[config.mk]
export PLATFORM = sky130hd
export DESIGN_NAME = secure_write_tamper_control
export DESIGN_NICKNAME = d
export VERILOG_FILES = /design/src/logic/swt_pkg.sv /design/src/logic/swt_buf_if.sv /design/src/logic/secure_write_tamper_control.sv /design/src/logic/swt_buffer_mem.sv /design/src/logic/swt_delay_timer.sv
export SDC_FILE = /design/constraint.sdc
export NUM_CORES = 1
export LEC_CHECK = 0
export ABC_AREA = 1
export ABC_CLOCK_PERIOD_IN_PS = 2150
export BUFFER_PORTS_ARGS = -buffer_cell sky130_fd_sc_hd__buf_2
export CORE_ASPECT_RATIO = 1.75
export CORE_MARGIN = 5
export CORE_UTILIZATION = 50
export DETAILED_ROUTE_END_ITERATION = 8
export GPL_ROUTABILITY_DRIVEN = 0
export PLACE_DENSITY = 0.8
export RECOVER_POWER = 25
export SYNTH_ARGS = -nofsm -noshare
export SYNTH_HDL_FRONTEND = slang
export SYNTH_SLANG_ARGS = --single-unit
[constraint.sdc]
create_clock -name clk -period 2.15 [get_ports clk]
set_input_delay 0.3225 -clock clk [delete_from_list [all_inputs] [get_ports clk]]
set_output_delay 0.3225 -clock clk [all_outputs]
set_load 0.05 [all_outputs]
[src/logic/swt_pkg.sv]
// Shared constants and types for the secure write and tamper control block
package swt_pkg;

	// Clock rate and derived timing
	localparam int CLK_MHZ         = 200;
	localparam int WRITE_CYCLE_MS  = 5;
	localparam int WRITE_CYCLE_CYC = WRITE_CYCLE_MS * 1000 * CLK_MHZ;
	localparam int POR_DELAY_US    = 100;
	localparam int POR_DELAY_CYC   = POR_DELAY_US * CLK_MHZ;

	// Delay timer width, wide enough for the write cycle count
	localparam int TIMER_W = 20;
	localparam logic [TIMER_W-1:0] WRITE_CYCLE_LD = TIMER_W'(WRITE_CYCLE_CYC);
	localparam logic [TIMER_W-1:0] POR_DELAY_LD   = TIMER_W'(POR_DELAY_CYC);

	// Write buffer geometry
	localparam int BUF_DEPTH = 16;
	localparam int BUF_IDX_W = 4;
	localparam int BUF_CNT_W = 5;
	localparam int DATA_W    = 8;
	localparam int ADDR_W    = 8;

	// Checksum width
	localparam int SUM_W = 16;

	// Security flags and their positions
	localparam int FLAG_W    = 8;
	localparam int FLAG_AUTH = 0;
	localparam int FLAG_ENC  = 1;
	localparam logic [FLAG_W-1:0] FLAGS_INIT = 8'h00;

	// Control sequencer states
	typedef enum logic [2:0]
	{
		ST_TAMPER,
		ST_RESET_WAIT,
		ST_IDLE,
		ST_COLLECT,
		ST_AWAIT_SUM,
		ST_AWAIT_STOP,
		ST_PROGRAM,
		ST_WRITE_CYCLE
	} swt_state_type;

endpackage

[src/logic/swt_buf_if.sv]
// Carrier between the sequencer and its write buffer memory
`timescale 1ns/1ps
interface swt_buf_if;
	logic                           wrEn;
	logic [swt_pkg::BUF_IDX_W-1:0] wrIdx;
	logic [swt_pkg::DATA_W-1:0]    wrData;
	logic                           rdEn;
	logic [swt_pkg::BUF_IDX_W-1:0] rdIdx;
	logic [swt_pkg::DATA_W-1:0]    rdData;

	modport owner
	(
		output wrEn, wrIdx, wrData, rdEn, rdIdx,
		input  rdData
	);

	modport mem
	(
		input  wrEn, wrIdx, wrData, rdEn, rdIdx,
		output rdData
	);
endinterface

[src/logic/secure_write_tamper_control.sv]
// Secure user zone write gating, reset delay and tamper shutdown
`timescale 1ns/1ps

// Functional notes
// - The internal write cycle runs from the stop that ends a write until the timed cycle after programming ends.
// - After power-up or tamper reset the device stays inoperable for a delay once conditions are normal.
// - The reset sequence returns all security flags to their initial values.
// - Supply voltage and clock frequency monitors raise tamper when out of limits.
// - A light sensor input also raises tamper.
// - While tamper is detected nothing operates and no command is answered.
// - A user zone write in authentication or encryption mode is buffered until the checksum arrives.
// - A matching checksum lets the buffered data be programmed.
// - A wrong checksum drops the buffer and resets the crypto engine.
// - Other traffic between write and checksum aborts the write and leaves the zone unchanged.
module secure_write_tamper_control
#(
	parameter logic [swt_pkg::TIMER_W-1:0] WRITE_CYCLE_CYC =
		swt_pkg::WRITE_CYCLE_LD,                   // Write cycle length
	parameter logic [swt_pkg::TIMER_W-1:0] POR_DELAY_CYC =
		swt_pkg::POR_DELAY_LD                      // Reset delay length
)
(
	input  wire logic                        clk,          // 200 MHz clock
	input  wire logic                        nrst,         // Async reset, low
	input  wire logic                        vccFault,     // Supply out of range
	input  wire logic                        clkFault,     // Clock out of range
	input  wire logic                        lightFault,   // Light on die
	input  wire logic                        addrByte,     // Device address seen
	input  wire logic                        wrCmd,        // User write header
	input  wire logic [swt_pkg::ADDR_W-1:0] wrAddr,       // Write start address
	input  wire logic                        wrByte,       // Write data strobe
	input  wire logic [swt_pkg::DATA_W-1:0] wrData,       // Write data byte
	input  wire logic                        stopCond,     // Valid stop seen
	input  wire logic                        sumCmd,       // Checksum received
	input  wire logic [swt_pkg::SUM_W-1:0]  sumWord,      // Host checksum
	input  wire logic [swt_pkg::SUM_W-1:0]  expSum,       // Engine checksum
	input  wire logic                        otherTraffic, // Unrelated command
	input  wire logic [swt_pkg::FLAG_W-1:0] flagSet,      // Flag set pulses
	output logic                             addrAck,      // Address acked
	output logic                             writeBusy,    // Write cycle active
	output logic                             memWrEn,      // Array write strobe
	output logic [swt_pkg::ADDR_W-1:0]      memAddr,      // Array address
	output logic [swt_pkg::DATA_W-1:0]      memData,      // Array data
	output logic                             cryptoReset,  // Engine reset pulse
	output logic                             writeDropped, // Write discarded
	output logic [swt_pkg::FLAG_W-1:0]      secFlags,     // Security flags
	output logic                             tamperFlag,   // Tamper present
	output logic                             deviceReady   // Device operable
);

	swt_pkg::swt_state_type state_reg;
	swt_pkg::swt_state_type state_next;

	logic                           tamperNow;
	logic                           armed_reg;
	logic                           timerLoad;
	logic [swt_pkg::TIMER_W-1:0]   timerVal;
	logic                           timerDone;
	logic                           sumMatch;
	logic                           progDone;
	logic                           cryptoMode;
	logic                           cryptoWr_reg;
	logic [swt_pkg::ADDR_W-1:0]    baseAddr_reg;
	logic [swt_pkg::BUF_CNT_W-1:0] bufCount_reg;
	logic [swt_pkg::BUF_CNT_W-1:0] rdCount_reg;
	logic                           rdPend_reg;
	logic [swt_pkg::BUF_IDX_W-1:0] pendIdx_reg;
	logic                           bufWrite;
	logic                           bufRead;

	logic                           addrAck_reg;
	logic                           writeBusy_reg;
	logic                           memWrEn_reg;
	logic [swt_pkg::ADDR_W-1:0]    memAddr_reg;
	logic [swt_pkg::DATA_W-1:0]    memData_reg;
	logic                           cryptoReset_reg;
	logic                           writeDropped_reg;
	logic [swt_pkg::FLAG_W-1:0]    secFlags_reg;
	logic                           tamperFlag_reg;
	logic                           deviceReady_reg;

	swt_buf_if bufBus();

	// States in which the device answers the bus
	function automatic logic acceptsBus(swt_pkg::swt_state_type st);
		acceptsBus = (st == swt_pkg::ST_IDLE) ||
			(st == swt_pkg::ST_COLLECT) ||
			(st == swt_pkg::ST_AWAIT_SUM) ||
			(st == swt_pkg::ST_AWAIT_STOP);
	endfunction

	// Page roll-over address for a buffered byte
	function automatic logic [swt_pkg::ADDR_W-1:0] pageAddr(
		logic [swt_pkg::ADDR_W-1:0]    base,
		logic [swt_pkg::BUF_IDX_W-1:0] idx);
		logic [swt_pkg::BUF_IDX_W-1:0] low;
		low = base[swt_pkg::BUF_IDX_W-1:0] + idx;
		pageAddr = {base[swt_pkg::ADDR_W-1:swt_pkg::BUF_IDX_W], low};
	endfunction

	assign tamperNow = vccFault || clkFault || lightFault;

	assign cryptoMode = secFlags_reg[swt_pkg::FLAG_AUTH] ||
		secFlags_reg[swt_pkg::FLAG_ENC];
	assign sumMatch = (sumWord == expSum);
	assign progDone = (rdCount_reg == bufCount_reg) && !rdPend_reg;

	// Sequencer next state; tamper overrides every state
	always_comb
	begin
		state_next = state_reg;
		timerLoad = 1'b0;
		timerVal = POR_DELAY_CYC;
		if (tamperNow)
		begin
			state_next = swt_pkg::ST_TAMPER;
		end
		else
		begin
			case (state_reg)
				swt_pkg::ST_TAMPER:
				begin
					state_next = swt_pkg::ST_RESET_WAIT;
				end
				swt_pkg::ST_RESET_WAIT:
				begin
					if (!armed_reg)
					begin
						timerLoad = 1'b1;
					end
					else if (timerDone)
					begin
						state_next = swt_pkg::ST_IDLE;
					end
				end
				swt_pkg::ST_IDLE:
				begin
					if (wrCmd)
					begin
						state_next = swt_pkg::ST_COLLECT;
					end
				end
				swt_pkg::ST_COLLECT:
				begin
					if (stopCond && (bufCount_reg == 5'h00))
					begin
						state_next = swt_pkg::ST_IDLE;
					end
					else if (stopCond && cryptoWr_reg)
					begin
						state_next = swt_pkg::ST_AWAIT_SUM;
					end
					else if (stopCond)
					begin
						state_next = swt_pkg::ST_PROGRAM;
					end
				end
				swt_pkg::ST_AWAIT_SUM:
				begin
					if (otherTraffic)
					begin
						state_next = swt_pkg::ST_IDLE;
					end
					else if (sumCmd && sumMatch)
					begin
						state_next = swt_pkg::ST_AWAIT_STOP;
					end
					else if (sumCmd)
					begin
						state_next = swt_pkg::ST_IDLE;
					end
				end
				swt_pkg::ST_AWAIT_STOP:
				begin
					if (otherTraffic)
					begin
						state_next = swt_pkg::ST_IDLE;
					end
					else if (stopCond)
					begin
						state_next = swt_pkg::ST_PROGRAM;
					end
				end
				swt_pkg::ST_PROGRAM:
				begin
					if (progDone)
					begin
						state_next = swt_pkg::ST_WRITE_CYCLE;
						timerLoad = 1'b1;
						timerVal = WRITE_CYCLE_CYC;
					end
				end
				// Busy until the write cycle ends
				swt_pkg::ST_WRITE_CYCLE:
				begin
					if (timerDone)
					begin
						state_next = swt_pkg::ST_IDLE;
					end
				end
				default:
				begin
					state_next = swt_pkg::ST_TAMPER;
				end
			endcase
		end
	end

	// State register; reset enters the delay sequence
	always_ff @(posedge clk or negedge nrst)
	begin
		if (!nrst)
		begin
			state_reg <= swt_pkg::ST_RESET_WAIT;
		end
		else
		begin
			state_reg <= state_next;
		end
	end

	// Timer is armed once per stay in the reset wait state
	always_ff @(posedge clk or negedge nrst)
	begin
		if (!nrst)
		begin
			armed_reg <= 1'b0;
		end
		else
		begin
			armed_reg <= (state_reg == swt_pkg::ST_RESET_WAIT) &&
				(state_next == swt_pkg::ST_RESET_WAIT);
		end
	end

	// Write header capture and buffer fill count
	always_ff @(posedge clk or negedge nrst)
	begin
		if (!nrst)
		begin
			cryptoWr_reg <= 1'b0;
			baseAddr_reg <= 8'h00;
			bufCount_reg <= 5'h00;
		end
		else if ((state_reg == swt_pkg::ST_IDLE) && wrCmd && !tamperNow)
		begin
			cryptoWr_reg <= cryptoMode;
			baseAddr_reg <= wrAddr;
			bufCount_reg <= 5'h00;
		end
		else if (bufWrite)
		begin
			bufCount_reg <= bufCount_reg + 5'h01;
		end
	end

	// Bytes held in the buffer; extra bytes beyond a page are dropped
	assign bufWrite = (state_reg == swt_pkg::ST_COLLECT) && wrByte &&
		!tamperNow && (bufCount_reg < 5'(swt_pkg::BUF_DEPTH));
	assign bufBus.wrEn = bufWrite;
	assign bufBus.wrIdx = bufCount_reg[swt_pkg::BUF_IDX_W-1:0];
	assign bufBus.wrData = wrData;

	// Buffer is drained only in the program state
	assign bufRead = (state_reg == swt_pkg::ST_PROGRAM) &&
		(rdCount_reg != bufCount_reg) && !tamperNow;
	assign bufBus.rdEn = bufRead;
	assign bufBus.rdIdx = rdCount_reg[swt_pkg::BUF_IDX_W-1:0];

	// Read pointer; read data comes back one cycle later
	always_ff @(posedge clk or negedge nrst)
	begin
		if (!nrst)
		begin
			rdCount_reg <= 5'h00;
			rdPend_reg <= 1'b0;
			pendIdx_reg <= 4'h0;
		end
		else
		begin
			rdPend_reg <= bufRead;
			pendIdx_reg <= rdCount_reg[swt_pkg::BUF_IDX_W-1:0];
			if (state_reg != swt_pkg::ST_PROGRAM)
			begin
				rdCount_reg <= 5'h00;
			end
			else if (bufRead)
			begin
				rdCount_reg <= rdCount_reg + 5'h01;
			end
		end
	end

	// Array strobes come only from the program state
	always_ff @(posedge clk or negedge nrst)
	begin
		if (!nrst)
		begin
			memWrEn_reg <= 1'b0;
			memAddr_reg <= 8'h00;
			memData_reg <= 8'h00;
		end
		else
		begin
			memWrEn_reg <= rdPend_reg && !tamperNow;
			if (rdPend_reg)
			begin
				memAddr_reg <= pageAddr(baseAddr_reg, pendIdx_reg);
				memData_reg <= bufBus.rdData;
			end
		end
	end

	always_ff @(posedge clk or negedge nrst)
	begin
		if (!nrst)
		begin
			cryptoReset_reg <= 1'b0;
			writeDropped_reg <= 1'b0;
		end
		else
		begin
			cryptoReset_reg <= (state_reg == swt_pkg::ST_AWAIT_SUM) &&
				!tamperNow && !otherTraffic && sumCmd && !sumMatch;
			writeDropped_reg <= !tamperNow && (state_reg ==
				swt_pkg::ST_AWAIT_SUM || state_reg ==
				swt_pkg::ST_AWAIT_STOP) && (state_next ==
				swt_pkg::ST_IDLE);
		end
	end

	always_ff @(posedge clk or negedge nrst)
	begin
		if (!nrst)
		begin
			secFlags_reg <= swt_pkg::FLAGS_INIT;
		end
		else if (tamperNow || state_reg == swt_pkg::ST_TAMPER ||
			state_reg == swt_pkg::ST_RESET_WAIT)
		begin
			secFlags_reg <= swt_pkg::FLAGS_INIT;
		end
		else
		begin
			secFlags_reg <= secFlags_reg | flagSet;
		end
	end

	always_ff @(posedge clk or negedge nrst)
	begin
		if (!nrst)
		begin
			addrAck_reg <= 1'b0;
		end
		else
		begin
			addrAck_reg <= addrByte && !tamperNow && acceptsBus(state_reg);
		end
	end

	// Status levels; busy covers buffer drain and the timed cycle
	always_ff @(posedge clk or negedge nrst)
	begin
		if (!nrst)
		begin
			writeBusy_reg <= 1'b0;
			tamperFlag_reg <= 1'b0;
			deviceReady_reg <= 1'b0;
		end
		else
		begin
			writeBusy_reg <= (state_next == swt_pkg::ST_PROGRAM) ||
				(state_next == swt_pkg::ST_WRITE_CYCLE);
			tamperFlag_reg <= tamperNow;
			deviceReady_reg <= acceptsBus(state_next) ||
				(state_next == swt_pkg::ST_PROGRAM) ||
				(state_next == swt_pkg::ST_WRITE_CYCLE);
		end
	end

	swt_buffer_mem swt_buffer_mem_i
	(
		.clk  (clk),
		.nrst (nrst),
		.port (bufBus.mem)
	);

	swt_delay_timer swt_delay_timer_i
	(
		.clk     (clk),
		.nrst    (nrst),
		.load    (timerLoad),
		.loadVal (timerVal),
		.expired (timerDone)
	);

	assign addrAck = addrAck_reg;
	assign writeBusy = writeBusy_reg;
	assign memWrEn = memWrEn_reg;
	assign memAddr = memAddr_reg;
	assign memData = memData_reg;
	assign cryptoReset = cryptoReset_reg;
	assign writeDropped = writeDropped_reg;
	assign secFlags = secFlags_reg;
	assign tamperFlag = tamperFlag_reg;
	assign deviceReady = deviceReady_reg;

endmodule

[src/logic/swt_buffer_mem.sv]
// Write buffer that holds one page of pending user zone data
`timescale 1ns/1ps
module swt_buffer_mem
(
	input  wire logic clk,  // System clock
	input  wire logic nrst, // Asynchronous reset, active low
	swt_buf_if.mem    port  // Buffer access
);

	logic [swt_pkg::DATA_W-1:0] store [swt_pkg::BUF_DEPTH];
	logic [swt_pkg::DATA_W-1:0] rdData_reg;

	// Storage carries no reset; stale bytes are never read past the count
	always_ff @(posedge clk)
	begin
		if (port.wrEn)
		begin
			store[port.wrIdx] <= port.wrData;
		end
	end

	// Registered read port
	always_ff @(posedge clk or negedge nrst)
	begin
		if (!nrst)
		begin
			rdData_reg <= 8'h00;
		end
		else if (port.rdEn)
		begin
			rdData_reg <= store[port.rdIdx];
		end
	end

	assign port.rdData = rdData_reg;

endmodule

[src/logic/swt_delay_timer.sv]
// Down counter shared by the reset delay and the internal write cycle
`timescale 1ns/1ps
module swt_delay_timer
(
	input  wire logic                         clk,     // System clock
	input  wire logic                         nrst,    // Async reset, low
	input  wire logic                         load,    // Start a new delay
	input  wire logic [swt_pkg::TIMER_W-1:0] loadVal, // Delay in cycles
	output logic                              expired  // Count at zero
);

	logic [swt_pkg::TIMER_W-1:0] count_reg;

	// Load wins over counting so a restart is never lost
	always_ff @(posedge clk or negedge nrst)
	begin
		if (!nrst)
		begin
			count_reg <= 20'h0_0000;
		end
		else if (load)
		begin
			count_reg <= loadVal;
		end
		else if (count_reg != 20'h0_0000)
		begin
			count_reg <= count_reg - 20'h0_0001;
		end
	end

	assign expired = (count_reg == 20'h0_0000) && !load;

endmodule

==> reports/qor.csv <==
stage,metric,value,unit
power_and_ir_drop,Flop pwr share,52.2,%
global_route,pin count of the biggest net entering global routing,40,
floorplanning,# rows,66,
sta,Max Fclk,0.505,GHz
detailed_routing,"antenna viol nets, final",0,
final_layout,final instance area,11000,µm²
worst_setup_path,Crit Path Category,reg -> reg,
yosys,Synth Register Bits,215,
detailed_routing,DR iter-0 viols,516,
yosys,Post-Synthesis Cells,924,
clocking,Root Buffer,clkbuf_16,
final_layout,max reg flops,128,
clocking,worst-case clock buffer depth,3,
final_layout,Fill cells,1484,
worst_setup_path,Reg2Reg Setup Slack,0.17,ns
yosys,Synthesized Nets,1002,
yosys,synth warn,0,
power_and_ir_drop,Gate power share,8.2,%
clocking,clock sinks,215,
yosys,Yosys cell types,43,
clocking,number of CTS-inserted buffers,19,
power_and_ir_drop,P_int,6.78,mW
floorplanning,Die Wd,114,µm
worst_setup_path,crit path max fanout,8,
min_path,min-delay worst type,in -> reg,
yosys,sequential share of the synthesized area,64.0,%
floorplanning,die area,21800,µm²
detailed_routing,drc violations,0,
power_and_ir_drop,total power,8.89,mW
detailed_routing,Detailed Routing Iterations Pass 1,5,
sta,Slew @ Worst Pin,1.01,ns
global_route,first-pass GRT wire length,37.8,mm
detailed_routing,DR vias,7124,
run_status,status,"complete, no violations",
final_layout,most frequent cells in the layout,"176 x nand2_1, 156 x nor2_1, 128 x edfxtp_1",
worst_setup_path,Crit path arrival time,2.19,ns
yosys,synthesized area per cell,10.2,µm²
sta,slew margin rel.,32.6,%
final_layout,"leading cell type in the layout, fill and taps excluded",nand2_1,
power_and_ir_drop,clock power share,39.6,%
global_route,total track usage,22.4,%
final_layout,layout cells sized above 1,18.2,%
power_and_ir_drop,leakage,4.81,nW
worst_setup_path,CP endpoint kind,flip-flop,
clocking,Worst-Skew Late Latency,0.50,ns
clocking,clock slew at reported path FFs,0.07,ns
global_route,initial antenna violation count,0,
sta,"Min Clock Period, post-route",1.98,ns
sta,RSZ-0062 raised after global routing,no,
clocking,H-tree depth,1,
worst_setup_path,Critical Path Start,state_reg[0]$_DFF_PN1_,
yosys,number of synthesized flops with an enable pin,128,
detailed_routing,DR WL/cell,18.5,µm
worst_setup_path,worst r2r src,state_reg[0]$_DFF_PN1_,
sta,fin crit share,92.1,%
power_and_ir_drop,maximum vdd ir drop,0.000507,V
worst_setup_path,CP endpoint,swt_buffer_mem_i.store[12][4]$_DFFE_PP_,
power_and_ir_drop,P_sw,2.11,mW
yosys,cell area after synthesis,9410,µm²
placed_design,Post-DP Area,10400,µm²
power_and_ir_drop,net switching fraction of the power,23.7,%
final_layout,fin nets,1127,
clocking,CTS tree,done,
final_layout,ant diodes,0,
yosys,Most used DFF post-synth,edfxtp_1,
worst_setup_path,RR Endpoint,swt_buffer_mem_i.store[12][4]$_DFFE_PP_,
placed_design,Port Buf Inserts,97,
floorplanning,IO Count,98,
detailed_routing,vias per std cell,5.48,
sta,Max Slew Vio Count,0,
final_layout,"Area growth, synth to finish",17.1,%
worst_setup_path,CP required,2.36,ns
job,total of max-cap violations,0,
sta,TNS Setup,0,ns
global_route,vias in the first global route,7302,
placed_design,Final HPWL DP,17.4,mm
worst_setup_path,FF-to-FF path depth,7,
yosys,ys async rst share,40.5,%
worst_setup_path,startpoint types,flip-flop,
sta,Final setup viols,0,
power_and_ir_drop,P per Cell Area,807,nW/µm²
floorplanning,initial core utilization,50.6,%
global_route,total grt overflow,0,
floorplanning,Die Y,191,µm
detailed_routing,total wire length,24.1,mm
sta,clk_skew,0.0117,ns
floorplanning,core area,18600,µm²
sta,Fin. Hold Viols,0,
-- critical path, stage by stage (launching register included) --
cell and delay [ns]:
dfstp_2 0.56, inv_1 0.12, nor2_2 0.19, nand4_2 0.14, inv_2 0.12, nand2_1 0.19, nor2_1 0.18, buf_4 0.19
-- kinds of logic (layout without fill, tap and decap cells) --
logic type               after synthesis  count (layout)  share of synthesized area [%]
flip-flops                           215             215                           64.0
AND/OR/NAND/NOR                      394             394                           17.4
adder cells (fa/ha/maj)               11              11                           1.54
buffers and inverters                114             252                           4.80
XOR/XNOR                              22              22                           2.05
AO/OA/AOI/OAI                        168             168                           10.2
-- power groups by stage --
stage	logic (mW)	registers [mW]	clock network [mW]
CTS	0.728	4.63	3.56
global route	0.824	4.65	3.75
global placement	0.690	4.72	0
finish	0.725	4.64	3.52
detailed placement	0.718	4.72	0
floorplan	0.443	4.69	0
-- area by class of cell --
cell class / instances / area, µm² / share of cell area [%]
Inverter: 82 / 313 / 2.84
Clock buffer: 20 / 479 / 4.35
Clock inverter: 14 / 161 / 1.46
Tap cell: 238 / 298 / 2.70
Timing Repair Buffer: 136 / 798 / 7.25
Sequential cell: 215 / 6020 / 54.7
Multi-Input combinational cell: 595 / 2950 / 26.7
-- worst min path at each step --
stage                                                             end  depth (start not counted)  slack [ns]      start
final                                     baseAddr_reg[7]$_DFFE_PN0P_                          3        0.03  wrAddr[7]
after global routing                      baseAddr_reg[7]$_DFFE_PN0P_                          3        0.03  wrAddr[7]
after CTS                                 baseAddr_reg[7]$_DFFE_PN0P_                          3        0.02  wrAddr[7]
after detailed placement  swt_delay_timer_i.count_reg[12]$_DFFE_PN0N_                          1        0.34       nrst
after global placement    swt_delay_timer_i.count_reg[12]$_DFFE_PN0N_                          1        0.34       nrst
after floorplan                                     addrAck$_DFF_PN0_                          0        0.03       nrst
-- stage by stage --
stage | util, % | hold slack [ns] | worst slack, ns | std cells
detailed placement | 55.7 | 0.341 | 0.143 | 1264
global placement | 55.7 | 0.336 | 0.219 | 1264
floorplan | - | 0.0269 | 0.135 | 924
finish | 59.3 | 0.0325 | 0.169 | 1300
global route | 59.3 | 0.0310 | 0.00224 | 1300
CTS | 59.2 | 0.0189 | 0.0880 | 1299
-- Yosys cell counts, types with 2 or more instances --
cell type  count  area (µm²)
a211oi_1       3        22.5
a21oi_1       19        95.1
a21oi_2        2        17.5
a31oi_1        3        18.8
buf_1          2        7.51
buf_2         10        50.1
clkbuf_1      18        67.6
dfrtp_1       86        2150
edfxtp_1     128        3840
ha_1          10         125
inv_1         71         267
inv_2         10        37.5
nand2_1      176         661
nand2_2        2        12.5
nand3_1       29         145
nand3_2        2        20.0
nand4_1        6        37.5
nor2_1       158         593
nor2_2         8        50.1
nor2_4         2        22.5
nor3_1         3        15.0
nor4_1         2        12.5
o211ai_1       5        37.5
o21a_1         2        15.0
o21ai_0       90         450
o21ai_1        8        40.0
o221ai_1      11        96.3
o22ai_1       22         138
o31ai_1        2        15.0
xnor2_1       10        87.6
xor2_1        12         105
-- routing by layer --
layer  global-route usage [%]  vias to the layer above  part of all wire (%)
li1                         -                     3371                     -
met1                     23.3                     3310                    34
met2                     41.2                      338                    53
met3                     3.29                      105                   6.4
met4                     14.7                        0                   7.3
met5                        0                        -                     0
-- timing repair --
item / CTS / global route
hold buffers: 1 / 0
endpoints found under the hold margin: 36 / 0
setup endpoints to repair: 0 / 69
buffers inserted: 0 / 1
resized for setup: 0 / 6
Note: power is estimated with default switching activity, not from simulation.
